`config.mk`:
```
export PLATFORM = sky130hd
export DESIGN_NAME = nvm_cmd_regs
export DESIGN_NICKNAME = d
export VERILOG_FILES = /design/src/inc/nvm_regs_pkg.sv /design/src/inc/nvm_op_if.sv /design/src/rtl/nvm_cmd_regs.sv /design/src/rtl/nvm_op_sequencer.sv
export SDC_FILE = /design/constraint.sdc
export NUM_CORES = 1
export LEC_CHECK = 0
export BUFFER_PORTS_ARGS = -buffer_cell sky130_fd_sc_hd__buf_4
export CORE_MARGIN = 4
export CORE_UTILIZATION = 40
export DETAILED_ROUTE_END_ITERATION = 10
export GPL_TIMING_DRIVEN = 0
export HOLD_SLACK_MARGIN = 0.15
export PLACE_DENSITY = 0.62
export SYNTH_ARGS = -nofsm -noshare
export SYNTH_HDL_FRONTEND = slang
export SYNTH_SLANG_ARGS = --single-unit
```
`constraint.sdc`:
```
create_clock -name I_CLK_SYS -period 5.3 [get_ports I_CLK_SYS]
set_input_delay 0.795 -clock I_CLK_SYS [delete_from_list [all_inputs] [get_ports I_CLK_SYS]]
set_output_delay 0.795 -clock I_CLK_SYS [all_outputs]
set_load 0.02 [all_outputs]
```
`src/inc/nvm_regs_pkg.sv`:
```
// Register map, field layout and reset values of the nonvolatile command front end
package nvm_regs_pkg;
   localparam int unsigned ADDR_W = 4;
   localparam int unsigned BYTE_W = 8;
   localparam int unsigned WORD_W = 24;
   localparam int unsigned CODE_W = 7;

   localparam logic [ADDR_W-1:0] OFS_PTR_LOW  = 4'h0;
   localparam logic [ADDR_W-1:0] OFS_PTR_MID  = 4'h1;
   localparam logic [ADDR_W-1:0] OFS_PTR_EXT  = 4'h2;
   localparam logic [ADDR_W-1:0] OFS_DATA_B0  = 4'h4;
   localparam logic [ADDR_W-1:0] OFS_DATA_B1  = 4'h5;
   localparam logic [ADDR_W-1:0] OFS_DATA_B2  = 4'h6;
   localparam logic [ADDR_W-1:0] OFS_OP_CODE  = 4'hA;
   localparam logic [ADDR_W-1:0] OFS_LAUNCH   = 4'hB;
   localparam logic [ADDR_W-1:0] OFS_STATUS   = 4'hF;

   localparam logic [BYTE_W-1:0] BYTE_RST     = 8'h00;
   localparam int unsigned       LAUNCH_BIT   = 0;
   localparam int unsigned       BUSY_BIT     = 7;
   localparam int unsigned       EXT_CODE_BIT = 6;

   // Unlock window length in clock cycles after the key is seen
   localparam logic [2:0]        UNLOCK_CYCLES = 3'h4;

   typedef enum logic [2:0]
   {
      ST_IDLE = 3'b001,
      ST_WAIT = 3'b010,
      ST_RUN  = 3'b100
   } launch_state_type;
endpackage

```
`src/inc/nvm_op_if.sv`:
```
// Launch and completion handshake between the register front end and its sequencer
`timescale 1ns/1ps
interface nvm_op_if;
   logic launch;
   logic busy;
   logic done;
   modport front (output launch, input busy);
   modport seq   (input launch, output busy, input done);
endinterface

```
`src/rtl/nvm_cmd_regs.sv`:
```
// Register front end: pointer, operand, operation code and protected launch
`timescale 1ns/1ps
// Overview of operation
// - Three pointer bytes form one 24-bit location pointer driven to the memory engine.
// - Pointer bytes sit at offsets 0x00, 0x01 and 0x02, low to extended, all read and write.
// - Three operand bytes form one 24-bit data value carrying operand or result.
// - Operand bytes sit at offsets 0x04, 0x05 and 0x06, read and write, reset to zero.
// - The operation code at 0x0A holds seven bits; codes with bit 6 set are external only.
// - Writing one to bit 0 of the launch register at 0x0B starts the selected operation.
// - A launch write counts only inside a valid change protection unlock window.
// - Bits 7:1 of the launch register read zero and software writes zeros there.
// - A busy flag is set when a launched operation starts and clears when it completes.
module nvm_cmd_regs
   import nvm_regs_pkg::*;
(
   // Clock, reset, enable
   input  wire logic                  I_CLK_SYS,
   input  wire logic                  I_RST_N,
   input  wire logic                  i_ce,
   // Register port
   input  wire logic [ADDR_W-1:0]     i_addr,
   input  wire logic                  i_wr,
   input  wire logic                  i_rd,
   input  wire logic [BYTE_W-1:0]     i_wdata,
   output logic      [BYTE_W-1:0]     o_rdata,
   // Change protection key seen by the core
   input  wire logic                  i_unlock_key,
   // Memory engine side
   output logic      [WORD_W-1:0]     o_location,
   output logic      [WORD_W-1:0]     o_operand,
   output logic      [CODE_W-1:0]     o_op_code,
   output logic                       o_launch,
   output logic                       o_busy,
   input  wire logic                  i_op_done,
   input  wire logic                  i_result_valid,
   input  wire logic [WORD_W-1:0]     i_result
);
   import nvm_regs_pkg::*;

   // ---------------------------------------------------------------
   // Reset release
   // ---------------------------------------------------------------
   logic       rst_meta_q;
   logic       rst_sync_q;
   always_ff @(posedge I_CLK_SYS or negedge I_RST_N)
   begin
      if (!I_RST_N)
      begin
         rst_meta_q <= 1'b0;
         rst_sync_q <= 1'b0;
      end
      else
      begin
         rst_meta_q <= 1'b1;
         rst_sync_q <= rst_meta_q;
      end
   end

   function automatic logic hit(input logic [ADDR_W-1:0] a, input logic [ADDR_W-1:0] ofs);
      hit = (a == ofs);
   endfunction

   // ---------------------------------------------------------------
   // Pointer and operand bytes
   // ---------------------------------------------------------------
   logic [BYTE_W-1:0] ptr_q [3];
   logic [BYTE_W-1:0] dat_q [3];
   localparam logic [ADDR_W-1:0] PTR_OFS [3] = '{OFS_PTR_LOW, OFS_PTR_MID, OFS_PTR_EXT};
   localparam logic [ADDR_W-1:0] DAT_OFS [3] = '{OFS_DATA_B0, OFS_DATA_B1, OFS_DATA_B2};

   genvar g;
   generate
      for (g = 0; g < 3; g++)
      begin : g_bytes
         always_ff @(posedge I_CLK_SYS or negedge rst_sync_q)
         begin
            if (!rst_sync_q)
               ptr_q[g] <= BYTE_RST;
            else if (i_ce && i_wr && hit(i_addr, PTR_OFS[g]))
               ptr_q[g] <= i_wdata;
         end
         // operand byte store
         // Result from the engine wins over a software write in the same cycle
         always_ff @(posedge I_CLK_SYS or negedge rst_sync_q)
         begin
            if (!rst_sync_q)
               dat_q[g] <= BYTE_RST;
            else if (i_ce && i_result_valid)
               dat_q[g] <= i_result[g*BYTE_W +: BYTE_W];
            else if (i_ce && i_wr && hit(i_addr, DAT_OFS[g]))
               dat_q[g] <= i_wdata;
         end
      end
   endgenerate

   assign o_location = {ptr_q[2], ptr_q[1], ptr_q[0]};
   assign o_operand  = {dat_q[2], dat_q[1], dat_q[0]};

   // ---------------------------------------------------------------
   // Operation code
   // ---------------------------------------------------------------
   logic [CODE_W-1:0] code_q;
   always_ff @(posedge I_CLK_SYS or negedge rst_sync_q)
   begin
      if (!rst_sync_q)
         code_q <= BYTE_RST[CODE_W-1:0];
      else if (i_ce && i_wr && hit(i_addr, OFS_OP_CODE))
         code_q <= i_wdata[CODE_W-1:0];
   end
   assign o_op_code = code_q;

   // ---------------------------------------------------------------
   // Protected launch
   // ---------------------------------------------------------------
   logic [2:0] unlock_cnt_q;
   logic       launch_q;
   logic       launch_req;

   always_ff @(posedge I_CLK_SYS or negedge rst_sync_q)
   begin
      if (!rst_sync_q)
         unlock_cnt_q <= 3'h0;
      else if (i_ce)
      begin
         if (i_unlock_key)
            unlock_cnt_q <= UNLOCK_CYCLES;
         else if (unlock_cnt_q != 3'h0)
            unlock_cnt_q <= unlock_cnt_q - 3'h1;
      end
   end

   // ignored without unlock
   // A launch while busy or while a pulse is pending is dropped: busy only rises
   // one edge after the pulse, so without the pending term the pulse could stretch
   assign launch_req = i_wr && hit(i_addr, OFS_LAUNCH) && i_wdata[LAUNCH_BIT]
                       && (unlock_cnt_q != 3'h0) && !o_busy && !launch_q;

   always_ff @(posedge I_CLK_SYS or negedge rst_sync_q)
   begin
      if (!rst_sync_q)
         launch_q <= 1'b0;
      else if (i_ce)
         launch_q <= launch_req;
   end
   assign o_launch = launch_q && i_ce;

   nvm_op_if op_bus ();
   assign op_bus.launch = o_launch;
   assign op_bus.done   = i_op_done;

   nvm_op_sequencer u_seq
   (
      .i_clk   (I_CLK_SYS),
      .i_rst_n (rst_sync_q),
      .i_ce    (i_ce),
      .op      (op_bus.seq)
   );

   assign o_busy = op_bus.busy;

   // ---------------------------------------------------------------
   // Read data
   // ---------------------------------------------------------------
   always_ff @(posedge I_CLK_SYS or negedge rst_sync_q)
   begin
      if (!rst_sync_q)
         o_rdata <= BYTE_RST;
      else if (i_ce && i_rd)
      begin
         case (i_addr)
            OFS_PTR_LOW: o_rdata <= ptr_q[0];
            OFS_PTR_MID: o_rdata <= ptr_q[1];
            OFS_PTR_EXT: o_rdata <= ptr_q[2];
            OFS_DATA_B0: o_rdata <= dat_q[0];
            OFS_DATA_B1: o_rdata <= dat_q[1];
            OFS_DATA_B2: o_rdata <= dat_q[2];
            OFS_OP_CODE: o_rdata <= {1'b0, code_q};
            OFS_LAUNCH:  o_rdata <= BYTE_RST;
            OFS_STATUS:
            begin
               o_rdata           <= BYTE_RST;
               o_rdata[BUSY_BIT] <= o_busy;
            end
            default:     o_rdata <= BYTE_RST;
         endcase
      end
   end
endmodule

```
`src/rtl/nvm_op_sequencer.sv`:
```
// Tracks one launched nonvolatile operation from start to completion
`timescale 1ns/1ps
module nvm_op_sequencer
   import nvm_regs_pkg::*;
(
   // Clock and reset
   input  wire logic  i_clk,
   input  wire logic  i_rst_n,
   input  wire logic  i_ce,
   // Operation handshake
   nvm_op_if.seq      op
);
   launch_state_type state_q;
   launch_state_type state_d;

   always_comb
   begin
      state_d = state_q;
      case (state_q)
         ST_IDLE:
            if (op.launch)
               state_d = ST_WAIT;
         ST_WAIT:
            state_d = ST_RUN;
         ST_RUN:
            if (op.done)
               state_d = ST_IDLE;
         default:
            state_d = ST_IDLE;
      endcase
   end

   always_ff @(posedge i_clk or negedge i_rst_n)
   begin
      if (!i_rst_n)
         state_q <= ST_IDLE;
      else if (i_ce)
         state_q <= state_d;
   end

   assign op.busy = (state_q != ST_IDLE);
endmodule

```
Word level (Yosys, flattened, before mapping)
Index checks and enable logic that the tools add are counted.
- muxes and demuxes: 12
- shift operators: 0
- equal/unequal tests: 14
- reductions and logical operators: 26
- bitwise gates (word level): 0
- multiply operators: 0
- $lt $le $gt $ge: 0
- divide/modulo/power cells: 0
- add/subtract/negate cells: 1
- operators with widths (cell ; count):
    one-hot mux 8 bit (8 select lines) ; 1
    two-way mux 8 bit ; 6
    logical AND 1 bit ; 16
    equality test 4 x 3 -> 1 bit (second input constant) ; 3
    equality test 4 bit (second input constant) ; 3
    two-way mux 3 bit ; 4
    one-hot mux 3 bit (3 select lines) ; 1
    nonzero test 2 bit ; 4
    equality test 4 x 1 -> 1 bit (second input constant) ; 1
    equality test 4 x 2 -> 1 bit (second input constant) ; 1
    zero test 4 bit ; 1
    inequality test 2 bit (second input constant) ; 2
    equality test 3 x 1 -> 1 bit (second input constant) ; 1
    equality test 3 x 2 -> 1 bit (second input constant) ; 1
    equality test 3 bit (second input constant) ; 1
    inequality test 3 x 1 -> 1 bit (second input constant) ; 1
    AND reduction 3 bit ; 1
    nonzero test 3 bit ; 1
    subtractor 3 x 1 -> 3 bit (second input constant) ; 1
    zero test 1 bit ; 2
    AND reduction 2 bit ; 1
- output and inout port bits: 65
- memory bits (writable): 0
- logic and storage cells: 66
- flip-flop bits (word level): 72
- input port bits: 44
- bits in read-only memories: 0
- memories: 0
- latch bits: 0

Depth between registers and ports, before layout
Gate-level depths: netlist of the first run.
- depth in word-level cells: 6
- mapped depth: 7

By module
From an unflattened synthesis of the first run, not the netlist that was laid out.
- cells, all modules: 326
- area total of the unflattened synthesis: 3613.5 um^2
- modules (own cells, without submodules) (module ; seq. area each (um^2) ; area an instance (um^2) ; cells each ; instances):
    nvm_cmd_regs ; 1726.7 ; 3462.1 ; 313 ; 1
    nvm_op_sequencer ; 76.3 ; 151.4 ; 13 ; 1

Least setup slack after synthesis of the first run
No wires, ideal clock.
- path kind: input-to-output
- start point: in i_ce
- end point: out o_launch
- arrival time: 1529 ps
- data required time: 4505 ps
- slack: 2976 ps
- path buffers: 2
- cell stages on the path: 3
- cells stage by stage: clkbuf_1 -> clkbuf_1 -> and2_1
- word-level cells in the longest chain between the ends: 1
- RTL lines (item ; RTL line ; source):
    start: declaration ; nvm_cmd_regs.sv:19 ; input wire logic i_ce,
    logical AND 1 bit ; nvm_cmd_regs.sv:145 ; assign o_launch = launch_q && i_ce;
    end: declaration ; nvm_cmd_regs.sv:32 ; output logic o_launch,
No other way between the ends.

Worst setup path in the final report of the first run
- start point: reg u_seq.state_q[0]
- end point: out o_busy
- word-level cells in the longest chain between the ends: 1
- RTL lines (item ; RTL line ; source):
    start: declaration ; nvm_op_sequencer.sv:13 ; launch_state_type state_q;
    start signal: assignment ; nvm_op_sequencer.sv:38 ; state_q <= state_d;
    inequality test 3 x 1 -> 1 bit ; nvm_op_sequencer.sv:41 ; assign op.busy = (state_q != ST_IDLE);
    end: declaration ; nvm_cmd_regs.sv:33 ; output logic o_busy,
No other way between the ends.

==> results_dict.tcl, run 1 <==
set metrics [dict create \
    postSynth.asyncResetShare_pct 100 \
    setup_viol 0 \
    startpoint "u_seq.state_q[0]$_DFFE_PN1P_" \
    syn_area_sq_um 3660 \
    max_freq_mhz 394 \
    reg2reg_from "u_seq.state_q[0]$_DFFE_PN1P_" \
    syn_nets 379 \
    critPathBufInv 2 \
    swShare_pct 33.7 \
    run_status "finished clean" \
    io_buffers 106 \
    row_count 34 \
    end_kind "output pin" \
    grt_pass1_wl_mm 17.3 \
    path_cells "nor3b_1 > inv_1 > buf_4" \
    worstMarginPinSlew_ps 911 \
    ctsResizeCount 0 \
    ys_seq_area_share_pct 49.3 \
    ant_nets 0 \
    cts_tree "yes" \
    numClockSinks 72 \
    p_clk_share_pct 26.2 \
    drcViolationCount 0 \
    final_common_cell "buf_4" \
    cap_violations 0 \
    cp_max_fo 5 \
    min_period_ps 2540 \
    clock-skew-final_ps 7.08 \
    switching_power_uw 552 \
    area_delta_synth_final_pct 30.7 \
    tns_ps 0 \
    cp_top_family "flip-flops" \
    die_area_sq_um 10700 \
    crit_cells 3 \
    worst-setup-path-type "reg2out" \
    syn_area_per_cell_sq_um 11.0 \
    synth_area_leaders "dfrtp_1 49%, mux2_2 14%, nand2_1 7.0%" \
    grt_setup_unrepaired "no" \
    initial_core_util_pct 41.5 \
    fin_crit_sh_pct 47.8 \
    hold_buffers 0 \
    slew_viol_final 0 \
    total_power_uw 1640 \
    hpwl_mm 8.09 \
    cts_root_buf "clkbuf_8" \
    synth-edff-count 0 \
    grt_overflow_total 0 \
    nets 496 \
    track_usage_pct 20.3 \
    hold_path.class "in2async" \
    p_leak_uw 0.00225 \
    num_vias 2964 \
    yosysTopAreaCell "dfrtp_1" \
    crit_slowest_cell "dfstp_2" \
    io_pins 109 \
    ys.flop_type "dfrtp_1" \
    clockBufferDepth 2 \
    r2r-end "o_rdata[7]$_DFFE_PN0P_" \
    grt_max_degree 71 \
    vias_per_cell 5.26 \
    yosys.area.top_type_share_pct 48.6 \
    ff2ff_path_depth 4 \
    wl_per_cell_um 19.3 \
    r2r_slack_ps 3560 \
    crit_path_max_incr_delay_ps 570 \
    final_cell_mix "108 x buf_4, 70 x dfrtp_1, 68 x nand2_1, 47 x mux2_2, 18 x o21ai_0" \
    drt_iter0_drc 118 \
    peakVddDrop_uv 175 \
    grt_pass1_vias 3122 \
    synth_cell_types 52 \
    place_congestion 0.829 \
    cts_buffers 9 \
    power_frac_seq_pct 44.6 \
    first_pass_iters 5 \
    cts.reportedPaths.clkPinSlew_ps 80 \
    die_x_um 104 \
    crit_required_ps 4510 \
    routed_wirelength_mm 10.9 \
    hold_viol 0 \
    cts_max_level 3 \
    die_h_um 104 \
    slew_headroom_pct 39.3 \
    comb_power_share_pct 29.2 \
    yosysWarnings 0 \
    syn_inst 333 \
    post_cts_buffers 0 \
    cp.arrival_ps 1740 \
    p_int_uw 1090 \
    drive_gt1_share_pct 41.8 \
    crit_end "o_busy" \
    powerDensity_nw_per_um2 343 \
    clk_latency_ps 350 \
    antenna_found_initial 0 \
    synth_seq_cells 72 \
    start_kind "flop" \
    coreArea_sq_um 8810 \
    num_antenna_cells 0 \
]
-- stage by stage --
stage / setup WS [ps] / area (sq um) / hold slack, ps / cells / utilization, %
6_report: 2760 / 4780 / 212 / 563 / 54.3
3_3_place_gp: 2280 / 4590 / 336 / 547 / 52.1
4_1_cts: 2750 / 4780 / 201 / 563 / 54.3
2_1_floorplan: 2980 / 3660 / 331 / 333 / -
5_1_grt: 2660 / 4780 / 199 / 563 / 54.3
3_5_place_dp: 2720 / 4590 / 349 / 547 / 52.1
-- power by group through the flow --
stage	combinational, uW	sequential [uW]	clock (uW)
floorplan	178	815	0
global placement	471	741	0
detailed placement	482	742	0
CTS	484	733	434
global route	515	747	454
finish	479	732	429
-- layout make-up --
| type | instances | area [sq um] |
|---|---|---|
| Inverter | 7 | 26.3 |
| Fill cell | 792 | 4030 |
| Clock inverter | 6 | 60.1 |
| Multi-Input combinational cell | 233 | 1720 |
| Clock buffer | 10 | 128 |
| Buffer | 21 | 110 |
| Tap cell | 108 | 135 |
| Sequential cell | 72 | 1810 |
| Timing Repair Buffer | 106 | 796 |
-- per-layer routing --
layer	GRT usage, %	part of all wire [%]
met1	27.5	47
met2	33.1	47
met3	4.29	5.1
met4	5.98	1.3
met5	0	0
-- Yosys cell counts, drive strengths merged, types with 2 or more instances --
master   count
nor2         2
clkbuf       9
nor3         3
o22ai        2
o21ai       20
a32oi        3
a22o         3
o221a        3
inv          7
nor3b        5
nor2b        7
mux2        49
ha           2
a2bb2oi      3
nand2       68
a21oi        2
nand2b       2
a22oi        9
a222oi       3
o22a         2
buf         12
nand3        5
mux2i       16
and2         3
dfrtp       71
a311oi       2
o31ai        3
-- sequential cells by signal (all words and copies together) (netlist names) --
signal,cells
launch_q,1
u_seq.state_q,3
o_operand,24
rst_sync_q,1
o_op_code,7
unlock_cnt_q,3
o_rdata,8
o_location,24
rst_meta_q,1
-- logic make-up (layout without fill, tap and decap cells) --
kind of cell	count (synthesis)	in the layout	share of synthesized area [%]
other cells	1	1	0.103
mux	65	65	19.5
simple gates	104	104	14.5
buf+inv	28	150	3.73
compound gates	61	61	12.2
flops	72	72	49.3
fa+ha+maj	2	2	0.684
-- worst register-to-register path: stages, from the launching register on --
cell and delay (ps):
dfstp_2 570, nor3b_1 570, o2bb2ai_1 110, a311oi_1 270
o21ai_0 110
-- worst min path at each step --
stage	from	to	slack [ps]
final	I_RST_N	rst_meta_q$_DFF_PN0_	210
after CTS	I_RST_N	rst_sync_q$_DFF_PN0_	200
after floorplan	rst_meta_q$_DFF_PN0_	rst_sync_q$_DFF_PN0_	330
after detailed placement	rst_meta_q$_DFF_PN0_	rst_sync_q$_DFF_PN0_	350
after global placement	rst_meta_q$_DFF_PN0_	rst_sync_q$_DFF_PN0_	340
after global routing	I_RST_N	rst_sync_q$_DFF_PN0_	200
No activity file was read; power rests on OpenSTA's default activity.
==> run 2, diff against run 1 <==
Settings changed: ABC_AREA set to 1, PLACE_DENSITY 0.62 to 0.64.
Clock period 5.3 ns to 2.2 ns, I/O delays scaled along.
==> run 2 against run 1 <==
Against the previous run:
- setup slack got worse by 2300 ps
- largest power group unchanged
- cell count up 27%
- critical path depth fell by 1
- clock skew is 4.3 ps higher
- wire length is 7.1% higher
==> results_dict.tcl, run 2 <==
set metrics [dict create \
    min_period_ps 1700 \
    row_count 35 \
    synth_cell_types 29 \
    clk_latency_ps 350 \
    r2r_slack_ps 680 \
    yosysMostFrequentCell "nand2_1" \
    hpwl_mm 9.10 \
    drt_iter0_drc 187 \
    wl_per_cell_um 16.3 \
    crit_required_ps 1870 \
    grt_pass1_vias 3431 \
    dpl_cell_area_sq_um 4670 \
    syn_inst 481 \
    r2r-end "unlock_cnt_q[2]$_DFFE_PN0P_" \
    cts_root_buf "clkbuf_8" \
    clockBufferDepth 2 \
    routed_wirelength_mm 11.6 \
    vias_per_cell 5.05 \
    final_common_cell "nand2_1" \
    die_x_um 105 \
    track_usage_pct 21.2 \
    synth-edff-count 0 \
    worst-setup-path-type "reg2out" \
    synth_seq_cells 72 \
    p_leak_uw 0.00254 \
    powerDensity_nw_per_um2 892 \
    crit_end "o_busy" \
    cp.arrival_ps 1370 \
    die_area_sq_um 11000 \
    yosys.area.top_type_share_pct 47.6 \
    grt_overflow_total 0 \
    timing.final.ws_setup_ps 500 \
    startpoint "u_seq.state_q[0]$_DFFE_PN1P_" \
    end_kind "output pin" \
    area_delta_synth_final_pct 31.8 \
    worstMarginPinSlew_ps 905 \
    nets 645 \
    ant_nets 0 \
    peakVddDrop_uv 476 \
    yosysTopAreaCell "dfrtp_1" \
    io_pins 109 \
    grt_setup_unrepaired "no" \
    slew_headroom_pct 39.7 \
    run_status "finished clean" \
    synth_area_leaders "dfrtp_1 48%, nand2_1 13%, nand3_1 11%" \
    cts.reportedPaths.clkPinSlew_ps 70 \
    hold_viol 0 \
    design_area_sq_um 4920 \
    cap_violations 0 \
    num_vias 3610 \
    regArea_sq_um 1810 \
    syn_nets 527 \
    grt_max_degree 71 \
    max_freq_mhz 588 \
    yosysWarnings 0 \
    io_buffers 106 \
    num_antenna_cells 0 \
    coreArea_sq_um 9150 \
    numClockSinks 72 \
    die_h_um 105 \
    hold_path.class "in2reg" \
    fin_crit_sh_pct 77.3 \
    setup_viol 0 \
    syn_area_sq_um 3740 \
    yosys-top-cells-count "125 x nand2_1, 84 x nand3_1, 71 x dfrtp_1" \
    drcViolationCount 0 \
    ys.flop_type "dfrtp_1" \
    start_kind "flop" \
    clock-skew-final_ps 11.4 \
    grt_pass1_wl_mm 18.1 \
    antenna_found_initial 0 \
    syn_area_per_cell_sq_um 7.77 \
    place_ws_ps 553 \
    first_pass_iters 4 \
    final_cell_mix "125 x nand2_1, 112 x buf_4, 84 x nand3_1, 70 x dfrtp_1, 50 x inv_1" \
    slew_viol_final 0 \
    ys_seq_area_share_pct 48.3 \
    fillers 910 \
    multi_input_area_sq_um 1600 \
    drive_gt1_share_pct 26.8 \
    cts_tree "yes" \
    cts_max_level 3 \
    cp_max_fo 6 \
    reg2reg_from "unlock_cnt_q[0]$_DFFE_PN0P_" \
    place_congestion 0.879 \
    initial_core_util_pct 40.8 \
    cts_buffers 9 \
    postSynth.asyncResetShare_pct 100 \
    ff2ff_path_depth 5 \
]
run 2: report_power, final:
part           total, uW  internal, uW  switching, uW  leakage (uW)
Sequential          1870          1590            280      0.000865
Combinational       1290           533            756       0.00156
Clock               1230           731            500      0.000115
run 2: critical path, stage by stage (launching register included):
cell and delay, ps:
dfstp_2 550, nand3_1 230, buf_4 250
run 2: worst min path at each step:
stage | startpoint | end | slack [ps] | cells after the start
3_5_place_dp | I_RST_N | rst_meta_q$_DFF_PN0_ | 110 | 1
4_1_cts | i_unlock_key | unlock_cnt_q[1]$_DFFE_PN0P_ | 190 | 2
5_1_grt | i_unlock_key | unlock_cnt_q[1]$_DFFE_PN0P_ | 190 | 2
2_1_floorplan | I_RST_N | rst_meta_q$_DFF_PN0_ | 30 | 0
6_report | i_unlock_key | unlock_cnt_q[1]$_DFFE_PN0P_ | 190 | 2
3_3_place_gp | I_RST_N | rst_meta_q$_DFF_PN0_ | 110 | 1
run 2: final cells by class:
class                   count  area share (%)
flip-flops and latches     72            36.7
repair buffers            107            16.4
clock inverters             4            1.52
multi-input cells         333            32.4
plain buffers              23            2.79
clock buffers              12            3.35
well taps                 111            2.82
inverters                  53            4.04
run 2: stage by stage:
step | TNS, ps | hold slack (ps) | total power [uW] | utilization, % | instances
floorplan | 0 | 34.4 | 2530 | - | 481
global placement | -49680 | 113 | 3150 | 51.0 | 698
detailed placement | 0 | 115 | 3190 | 51.1 | 698
CTS | 0 | 186 | 4420 | 53.8 | 715
global route | 0 | 193 | 4610 | 53.8 | 715
finish | 0 | 194 | 4390 | 53.8 | 715
run 2: logic make-up (layout without fill, tap and decap cells):
| group | count (synthesis) | after routing | synth area share [%] |
|---|---|---|---|
| buffers and inverters | 76 | 199 | 9.01 |
| adder cells (fa/ha/maj) | 2 | 2 | 0.670 |
| AND/OR/NAND/NOR | 264 | 264 | 31.8 |
| other | 1 | 1 | 0.100 |
| XOR/XNOR | 1 | 1 | 0.234 |
| flip-flops | 72 | 72 | 48.3 |
| AO/OA/AOI/OAI | 65 | 65 | 9.95 |
run 2: layer usage:
metal  up-vias  global-route usage [%]  share of wire, %
li1       1803                       -                 -
met1      1656                    28.5                44
met2       131                    33.9                47
met3        20                    4.51               7.1
met4         0                    7.50               2.3
met5         -                       0                 0
run 2: repair_timing:
action / 4_1_cts / 5_1_grt
setup buffers: 0 / 0
endpoints found under the hold margin: 2 / 0
resized for setup: 0 / 0
endpoints found under the setup margin: 0 / 0
hold buffers: 1 / 0
